===== src/verilog/mtc_regs.vh =====
// register map, field positions and constants of the transmit control block
//------------------------------------------------------------------------------
//------------------------------------------------------------------------------
`ifndef MTC_REGS_VH
`define MTC_REGS_VH

// register byte addresses
`define MTC_TXCTL_ADDR   12'h070
`define MTC_THRESH_ADDR  12'h078
`define MTC_STATUS_ADDR  12'h07c

// transmit_control fields
`define MTC_RUN_BIT      0
`define MTC_CRC_BIT      1
`define MTC_PAD_BIT      2
`define MTC_FC_BIT       3
`define MTC_FLUSH_BIT    4
`define MTC_IPCS_BIT     5
`define MTC_TCPCS_BIT    6
`define MTC_ICMPCS_BIT   8
`define MTC_TXCTL_WMASK  16'h017f
`define MTC_TXCTL_RESET  16'h0000
`define MTC_THRESH_RESET 8'hc0

// frame constants
`define MTC_MIN_DATA     11'd60
`define MTC_CRC_INIT     32'hffffffff
`define MTC_CRC_POLY     32'hedb88320
`define MTC_TYPE_IP      16'h0800
`define MTC_PROTO_TCP    8'h06
`define MTC_PROTO_ICMP   8'h01

`endif


===== src/verilog/mtc_top.v =====
// transmit control block: register slave, queue fifo and transmit engine
//
// Register access over APB was decided locally.
`timescale 1ns/100ps
`default_nettype none
`include "mtc_regs.vh"

//------------------------------------------------------------------------------
// queue fifo
//------------------------------------------------------------------------------
module mtc_fifo #(
    parameter WIDTH = 9,
    parameter DEPTH = 8,
    parameter AW    = 3
) (
    input  wire             clock_i,  // system clock
    input  wire             nrst_i,   // sync reset, active low
    input  wire             clr_i,    // synchronous clear
    input  wire             in_valid_i, // write request
    input  wire [WIDTH-1:0] in_data_i,  // write data
    output reg              in_ready_o, // room available
    output reg              out_valid_o, // data available
    output wire [WIDTH-1:0] out_data_o,  // head word
    input  wire             out_ready_i, // pop
    output reg  [AW:0]      count_o      // words held
);
    reg  [WIDTH-1:0] mem [0:DEPTH-1];
    reg  [AW-1:0]    wr_ptr;
    reg  [AW-1:0]    rd_ptr;
    wire             push = in_valid_i & in_ready_o & ~clr_i;
    wire             pop  = out_valid_o & out_ready_i & ~clr_i;
    reg  [AW:0]      next_count;

    assign out_data_o = mem[rd_ptr];

    // next fill level
    always @*
    begin
        next_count = count_o;
        if (clr_i)
            next_count = {(AW+1){1'b0}};
        else if (push & ~pop)
            next_count = count_o + 1'b1;
        else if (pop & ~push)
            next_count = count_o - 1'b1;
    end

    // pointers and registered flags
    always @(posedge clock_i)
    begin
        if (!nrst_i)
        begin
            wr_ptr      <= {AW{1'b0}};
            rd_ptr      <= {AW{1'b0}};
            count_o     <= {(AW+1){1'b0}};
            in_ready_o  <= 1'b0;
            out_valid_o <= 1'b0;
        end
        else
        begin
            if (clr_i)
            begin
                wr_ptr <= {AW{1'b0}};
                rd_ptr <= {AW{1'b0}};
            end
            else
            begin
                if (push)
                    wr_ptr <= wr_ptr + 1'b1;
                if (pop)
                    rd_ptr <= rd_ptr + 1'b1;
            end
            count_o     <= next_count;
            in_ready_o  <= (next_count != DEPTH[AW:0]) & ~clr_i;
            out_valid_o <= (next_count != {(AW+1){1'b0}});
        end
    end

    // storage
    always @(posedge clock_i)
    begin
        if (push)
            mem[wr_ptr] <= in_data_i;
    end
endmodule

//------------------------------------------------------------------------------
// top: apb registers and transmit engine
//------------------------------------------------------------------------------
module mtc_top (
    input  wire        clock_i,        // 20 MHz clock
    input  wire        nrst_i,         // sync reset, active low
    input  wire        psel_i,         // apb select
    input  wire        penable_i,      // apb enable
    input  wire        pwrite_i,       // apb direction
    input  wire [11:0] paddr_i,        // apb byte address
    input  wire [31:0] pwdata_i,       // apb write data
    output reg  [31:0] prdata_o,       // apb read data
    output reg         pready_o,       // apb ready
    output reg         pslverr_o,      // apb error
    input  wire        in_valid_i,     // frame byte offered
    input  wire [7:0]  in_data_i,      // frame byte
    input  wire        in_last_i,      // last byte of frame
    output wire        in_ready_o,     // queue can take a byte
    output reg         tx_valid_o,     // line byte valid
    output reg  [7:0]  tx_data_o,      // line byte
    output reg         tx_last_o,      // last line byte of frame
    output reg         csum_ip_o,      // ip checksum insert, with tx_last_o
    output reg         csum_tcp_o,     // tcp checksum insert, with tx_last_o
    output reg         csum_icmp_o,    // icmp checksum insert, with tx_last_o
    input  wire        full_duplex_i,  // link is full duplex
    input  wire [7:0]  rx_level_i,     // receive buffer occupancy
    output reg         pause_req_o,    // one-cycle pause frame request
    output reg         backpressure_o  // half duplex backpressure
);
    localparam ST_STOP = 5'h01;
    localparam ST_IDLE = 5'h02;
    localparam ST_DATA = 5'h04;
    localparam ST_PAD  = 5'h08;
    localparam ST_CRC  = 5'h10;

    reg  [15:0] transmit_control;
    reg  [7:0]  pause_threshold;
    reg  [4:0]  state;
    reg  [4:0]  next_state;
    reg  [10:0] byte_cnt;
    reg  [31:0] crc;
    reg  [1:0]  crc_idx;
    reg  [15:0] frame_ctl;
    reg  [15:0] eth_type;
    reg  [13:0] frag;
    reg  [7:0]  proto;
    reg         over_q;
    reg  [31:0] rd_val;
    reg         rd_err;
    wire [3:0]  q_count;
    wire        q_valid;
    wire [8:0]  q_data;
    wire        flush = transmit_control[`MTC_FLUSH_BIT];
    wire        run   = transmit_control[`MTC_RUN_BIT];
    wire        pop   = (state == ST_DATA) & q_valid;
    wire        acc   = psel_i & penable_i & pready_o;
    wire        over  = (rx_level_i >= pause_threshold);
    wire        short = (byte_cnt + 11'd1 < `MTC_MIN_DATA);
    wire [31:0] crc_out = ~crc;

    // one crc-32 step over a byte, lsb first
    function [31:0] crc_byte;
        input [31:0] c;
        input [7:0]  d;
        integer      i;
        reg   [31:0] r;
        begin
            r = c;
            for (i = 0; i < 8; i = i + 1)
                r = (r[0] ^ d[i]) ? ((r >> 1) ^ `MTC_CRC_POLY) : (r >> 1);
            crc_byte = r;
        end
    endfunction

    // the queue between host and line
    mtc_fifo #(
        .WIDTH (9),
        .DEPTH (8),
        .AW    (3)
    ) u_fifo (
        .clock_i     (clock_i),
        .nrst_i      (nrst_i),
        .clr_i       (flush),
        .in_valid_i  (in_valid_i),
        .in_data_i   ({in_last_i, in_data_i}),
        .in_ready_o  (in_ready_o),
        .out_valid_o (q_valid),
        .out_data_o  (q_data),
        .out_ready_i (pop),
        .count_o     (q_count)
    );

    //--------------------------------------------------------------------------
    // register slave
    //--------------------------------------------------------------------------

    // read decode
    always @*
    begin
        rd_val = 32'h00000000;
        rd_err = 1'b0;
        case (paddr_i)
            `MTC_TXCTL_ADDR:  rd_val = {16'h0000, transmit_control};
            `MTC_THRESH_ADDR: rd_val = {24'h000000, pause_threshold};
            `MTC_STATUS_ADDR: rd_val = {20'h00000, q_count, 2'b00,
                                        state == ST_PAD, state == ST_CRC,
                                        state == ST_DATA, state == ST_IDLE,
                                        state == ST_STOP, state != ST_STOP};
            default:          rd_err = 1'b1;
        endcase
    end

    // no wait state: answer prepared in setup, given in the first access cycle
    always @(posedge clock_i)
    begin
        if (!nrst_i)
        begin
            pready_o  <= 1'b0;
            pslverr_o <= 1'b0;
            prdata_o  <= 32'h00000000;
        end
        else
        begin
            pready_o  <= psel_i & ~penable_i;
            pslverr_o <= psel_i & ~penable_i & rd_err;
            prdata_o  <= (psel_i & ~penable_i & ~pwrite_i) ? rd_val : 32'h00000000;
        end
    end

    // register writes
    always @(posedge clock_i)
    begin
        if (!nrst_i)
        begin
            transmit_control <= `MTC_TXCTL_RESET;
            pause_threshold  <= `MTC_THRESH_RESET;
        end
        else if (acc & pwrite_i)
        begin
            if (paddr_i == `MTC_TXCTL_ADDR)
                transmit_control <= pwdata_i[15:0] & `MTC_TXCTL_WMASK;
            if (paddr_i == `MTC_THRESH_ADDR)
                pause_threshold <= pwdata_i[7:0];
        end
    end

    //--------------------------------------------------------------------------
    // transmit engine
    //--------------------------------------------------------------------------

    // state sequencing
    always @*
    begin
        next_state = state;
        case (state)
            ST_STOP: if (run) next_state = ST_IDLE;
            ST_IDLE:
            begin
                if (!run)
                    next_state = ST_STOP;
                else if (q_valid)
                    next_state = ST_DATA;
            end
            ST_DATA:
            begin
                if (q_valid & q_data[8])
                begin
                    if (frame_ctl[`MTC_PAD_BIT] & short)
                        next_state = ST_PAD;
                    else if (frame_ctl[`MTC_CRC_BIT])
                        next_state = ST_CRC;
                    else
                        next_state = ST_IDLE;
                end
            end
            ST_PAD:
            begin
                if (!short)
                    next_state = frame_ctl[`MTC_CRC_BIT] ? ST_CRC : ST_IDLE;
            end
            ST_CRC: if (crc_idx == 2'd3) next_state = ST_IDLE;
            default: next_state = ST_STOP;
        endcase
        if (flush)
            next_state = run ? ST_IDLE : ST_STOP;
    end

    // byte path, crc and header capture
    always @(posedge clock_i)
    begin
        if (!nrst_i)
        begin
            state       <= ST_STOP;
            byte_cnt    <= 11'd0;
            crc         <= `MTC_CRC_INIT;
            crc_idx     <= 2'd0;
            frame_ctl   <= 16'h0000;
            eth_type    <= 16'h0000;
            frag        <= 14'h0000;
            proto       <= 8'h00;
            tx_valid_o  <= 1'b0;
            tx_data_o   <= 8'h00;
            tx_last_o   <= 1'b0;
            csum_ip_o   <= 1'b0;
            csum_tcp_o  <= 1'b0;
            csum_icmp_o <= 1'b0;
        end
        else
        begin
            state      <= next_state;
            tx_valid_o <= 1'b0;
            tx_last_o  <= 1'b0;
            csum_ip_o   <= 1'b0;
            csum_tcp_o  <= 1'b0;
            csum_icmp_o <= 1'b0;
            if (flush | (state == ST_IDLE))
            begin
                byte_cnt  <= 11'd0;
                crc       <= `MTC_CRC_INIT;
                crc_idx   <= 2'd0;
                frame_ctl <= transmit_control;
                // header fields start clear so a short frame never reuses old ones
                eth_type  <= 16'h0000;
                frag      <= 14'h0000;
                proto     <= 8'h00;
            end
            else if ((state == ST_DATA) & q_valid)
            begin
                tx_valid_o <= 1'b1;
                tx_data_o  <= q_data[7:0];
                crc        <= crc_byte(crc, q_data[7:0]);
                byte_cnt   <= byte_cnt + 11'd1;
                tx_last_o  <= q_data[8] & ~frame_ctl[`MTC_CRC_BIT]
                              & ~(frame_ctl[`MTC_PAD_BIT] & short);
                if (byte_cnt == 11'd12) eth_type[15:8] <= q_data[7:0];
                if (byte_cnt == 11'd13) eth_type[7:0]  <= q_data[7:0];
                if (byte_cnt == 11'd20) frag[13:8]     <= q_data[5:0];
                if (byte_cnt == 11'd21) frag[7:0]      <= q_data[7:0];
                if (byte_cnt == 11'd23) proto          <= q_data[7:0];
            end
            else if (state == ST_PAD)
            begin
                // zero pad to 60 data bytes
                tx_valid_o <= 1'b1;
                tx_data_o  <= 8'h00;
                crc        <= crc_byte(crc, 8'h00);
                byte_cnt   <= byte_cnt + 11'd1;
                tx_last_o  <= ~short & ~frame_ctl[`MTC_CRC_BIT];
            end
            else if (state == ST_CRC)
            begin
                tx_valid_o <= 1'b1;
                tx_data_o  <= crc_out[8*crc_idx +: 8];
                crc_idx    <= crc_idx + 2'd1;
                tx_last_o  <= (crc_idx == 2'd3);
            end
            // flags only when a frame ends, never when leaving stop
            if ((next_state == ST_IDLE) & (state != ST_IDLE) & (state != ST_STOP) & ~flush)
            begin
                csum_ip_o   <= frame_ctl[`MTC_IPCS_BIT] & (eth_type == `MTC_TYPE_IP);
                csum_tcp_o  <= frame_ctl[`MTC_TCPCS_BIT] & (eth_type == `MTC_TYPE_IP)
                               & (proto == `MTC_PROTO_TCP);
                csum_icmp_o <= frame_ctl[`MTC_ICMPCS_BIT] & (eth_type == `MTC_TYPE_IP)
                               & (proto == `MTC_PROTO_ICMP) & ~frag[13] & (frag[12:0] == 13'h0);
            end
        end
    end

    //--------------------------------------------------------------------------
    // flow control
    //--------------------------------------------------------------------------
    always @(posedge clock_i)
    begin
        if (!nrst_i)
        begin
            over_q         <= 1'b0;
            pause_req_o    <= 1'b0;
            backpressure_o <= 1'b0;
        end
        else
        begin
            over_q <= over;
            pause_req_o <= transmit_control[`MTC_FC_BIT] & full_duplex_i & over & ~over_q;
            backpressure_o <= transmit_control[`MTC_FC_BIT] & ~full_duplex_i & over;
        end
    end
endmodule

`default_nettype wire

===== config.mk =====
export PLATFORM = sky130hd
export DESIGN_NAME = mtc_top
export DESIGN_NICKNAME = d
export VERILOG_FILES = /design/src/verilog/mtc_top.v
export VERILOG_INCLUDE_DIRS = /design/src /design/src/verilog
export SDC_FILE = /design/constraint.sdc
export NUM_CORES = 1
export LEC_CHECK = 0
export BUFFER_PORTS_ARGS = -buffer_cell sky130_fd_sc_hd__buf_4
export CORE_MARGIN = 5
export CORE_UTILIZATION = 59
export CTS_CLUSTER_SIZE = 25
export DETAILED_ROUTE_END_ITERATION = 7
export MAX_ROUTING_LAYER = met4
export PLACE_DENSITY = 0.79
export SLEW_MARGIN = 20
export SYNTH_ARGS = -nofsm -noshare
export SYNTH_HDL_FRONTEND = slang
export SYNTH_SLANG_ARGS = --single-unit

===== constraint.sdc =====
create_clock -name clock_i -period 3.5 [get_ports clock_i]
set_input_delay 0.7 -clock clock_i [delete_from_list [all_inputs] [get_ports clock_i]]
set_output_delay 0.7 -clock clock_i [all_outputs]
set_load 0.01 [all_outputs]

==> impl_metrics.py <==
metrics = {
    "outcome": {
        "outcome": "finished, final reports clean",
    },
    "detailed_routing": {
        "drc": 0,
        "ant_nets": 0,
        "detail_route.iter0.violations": 546,
        "num_vias": 8002,
        "wirelength_mm": 25.11,
        "first_pass_iters": 5,
        "via_per_inst": 5.849,
        "wl_per_cell_um": 18.35,
    },
    "clock_tree": {
        "clock_latency_ns": 0.52,
        "cts_made_buffers": 24,
        "h-tree-depth": 1,
        "path_clk_slew_ns": 0.06,
        "cts_buffer_depth": 3,
        "clkSinkCount": 226,
        "holdBufCountCts": 0,
        "cts_resized": 0,
        "cts_tree": "built",
        "clock-root-buffer": "clkbuf_16",
        "post_cts_buffers": 0,
    },
    "synth": {
        "syn_inst": 1052,
        "ys_seq_elements": 226,
        "synth_top_flop_cell": "dfxtp_1",
        "synthTopCellsByArea": "dfxtp_1, edfxtp_1, xnor2_1, nor2_1, mux4_2",
        "ys_types": 72,
        "yosysTopAreaCellShare": 0.2781,
        "yosysTopAreaCell": "dfxtp_1",
        "async_flop_share": 0,
        "syn_area_um2": 11090,
        "ys_seq_area_frac": 0.4731,
        "avgSynthCellArea_um2": 10.54,
        "synth_warnings": 0,
        "synth_enable_flop_cells": 72,
    },
    "worst_setup_path": {
        "worstPathMaxFanout": 9,
        "critPathRequiredTime_ns": 3.88,
        "critPathLaunchType": "flop",
        "regToRegEndpoint": "crc[17]",
        "path_class": "flop to flop",
        "r2r_cells": 11,
        "end_kind": "flop",
        "r2r_slack_ns": 0.43,
        "critPathArrivalTime_ns": 3.45,
    },
    "layout": {
        "final_common_cell": "dfxtp_1",
        "design_area_um2": 12540,
        "area_growth_pct": 13.13,
        "fill_cells": 1386,
        "antenna_cells": 0,
        "drive_gt1_frac": 0.1728,
        "multi_input_area_um2": 5359,
        "final_cell_mix": "dfxtp_1, nor2_1, buf_4",
        "final_cells": 1368,
        "regArea_um2": 5245,
        "final_nets": 1201,
    },
    "timing": {
        "worst_pin_slew_ns": 1.111,
        "timing.fmax_ghz": 0.3258,
        "setup_viol": 0,
        "fin_skew_ns": 0.01677,
        "finalSetupTns_ns": 0,
        "slew_headroom": 0.2568,
        "grt_setup_unrepaired": "false",
        "fin_crit_ns": 3.069,
        "timing.final.crit_share": 0.8768,
        "hold_violations": 0,
        "slew_viol_final": 0,
    },
    "min_path": {
        "holdPathStages": 2,
        "hold_class": "input pin to flop",
        "holdPathEnd": "backpressure_o",
        "hold_start": "full_duplex_i",
    },
    "floorplan": {
        "ios": 118,
        "die_y_um": 147.1,
        "die-area_um2": 21630,
        "start_util": 0.5966,
        "core-area_um2": 18580,
        "die_w_um": 147.1,
        "rows": 50,
    },
    "grt": {
        "grt_pass1_wl_mm": 40.77,
        "antenna_found_initial": 0,
        "grt_max_degree": 54,
        "track_usage": 0.2371,
        "gr-total-overflow": 0,
        "first_global_vias": 7845,
    },
    "place": {
        "place_congestion": 0.9082,
        "placed_area_um2": 11760,
        "hpwl_mm": 17.29,
        "io_buffers": 74,
        "placedCellCount": 1325,
    },
    "pwr": {
        "p_per_area_nw_per_um2": 443.1,
        "ir_drop_uv": 375.6,
        "finalPower_mw": 5.557,
        "p_leak_nw": 4.661,
    },
    "job": {
        "maxCapViolations": 0,
    },
}
==> layer usage <==
layer  track usage  vias up  share of wire
met5             -        -              0
met4       0.06850        0          0.026
met3       0.03362       61          0.056
met2        0.3850      251           0.49
met1        0.3139     3886           0.43
li1              -     3804              -
==> worst max-delay path, cell delays in order (launching register included) <==
cell	delay (ns)
dfxtp_1	0.30
buf_4	0.20
buf_4	0.26
mux4_2	0.60
xor2_1	0.22
mux2i_2	0.14
xnor2_2	0.40
xnor2_1	0.23
xnor2_1	0.17
o21ai_1	0.17
xor2_1	0.16
o211ai_1	0.09
==> metrics by stage <==
| step | utilization | worst slack (ns) | hold slack [ns] |
|---|---|---|---|
| 2_1_floorplan | - | 0.7096 | 0.4165 |
| 3_5_place_dp | 0.6329 | 0.4215 | 0.4381 |
| 5_1_grt | 0.6749 | 0.2129 | 0.3486 |
| 3_3_place_gp | 0.6329 | 0.4848 | 0.4338 |
| 4_1_cts | 0.6749 | 0.4164 | 0.3437 |
| 6_report | 0.6749 | 0.4311 | 0.3539 |
==> where the power goes <==
part / internal (mW) / switching (mW) / leakage (nW) / total, mW
Sequential: 2.72 / 0.0142 / 1.89 / 2.73
Clock: 1.49 / 1.01 / 0.378 / 2.50
Combinational: 0.139 / 0.180 / 2.39 / 0.320
Total: 4.35 / 1.21 / 4.66 / 5.56
==> kinds of logic after synthesis <==
| logic type | count (synthesis) | synth area share |
|---|---|---|
| XOR/XNOR | 147 | 0.1239 |
| AO/OA/AOI/OAI | 174 | 0.1030 |
| AND/OR/NAND/NOR | 311 | 0.1314 |
| adder cells (fa/ha/maj) | 16 | 0.01806 |
| multiplexers | 71 | 0.09898 |
| flip-flops | 226 | 0.4731 |
| other | 1 | 0.0003383 |
| buffers and inverters | 106 | 0.05113 |
==> worst max-delay path by stage <==
stage                startpoint    endpoint  slack (ns)  cells after the start
floorplan                  flop     crc[20]        0.71                     10
global placement           flop     crc[20]        0.48                     10
detailed placement         flop     crc[20]        0.42                     10
CTS                        flop     crc[20]        0.42                     10
global route        byte_cnt[0]  csum_tcp_o        0.21                     11
finish                     flop     crc[17]        0.43                     11
==> cell type report <==
type / count / area share
Inverter: 22 / 0.006585
Timing Repair Buffer: 104 / 0.06226
Clock inverter: 11 / 0.008680
Tap cell: 234 / 0.02335
Clock buffer: 32 / 0.05358
Sequential cell: 226 / 0.4182
Multi-Input combinational cell: 739 / 0.4273
==> registers in the layout, indices dropped and copies added (netlist names), 5 cells and up, named ones only <==
register,count
frag,14
pause_threshold,8
eth_type,16
frame_ctl,5
proto,8
state,5
crc,32
byte_cnt,11
tx_data_o,8
u_fifo.mem,72
transmit_control,8
prdata_o,12
==> synth_stat cells, drive strengths merged (11+ instances only) <==
| library cell | n |
|---|---|
| dfxtp | 154 |
| ha | 16 |
| nand3 | 13 |
| clkbuf | 50 |
| inv | 22 |
| nor2 | 136 |
| o21ai | 38 |
| nand2 | 62 |
| o211ai | 12 |
| nor4 | 11 |
| mux2i | 39 |
| nand4 | 11 |
| edfxtp | 72 |
| buf | 34 |
| a21oi | 49 |
| mux4 | 26 |
| xor2 | 43 |
| nor2b | 17 |
| xnor2 | 104 |
| nor3 | 19 |
| a211oi | 15 |
Power figures use the tool's default switching activity.
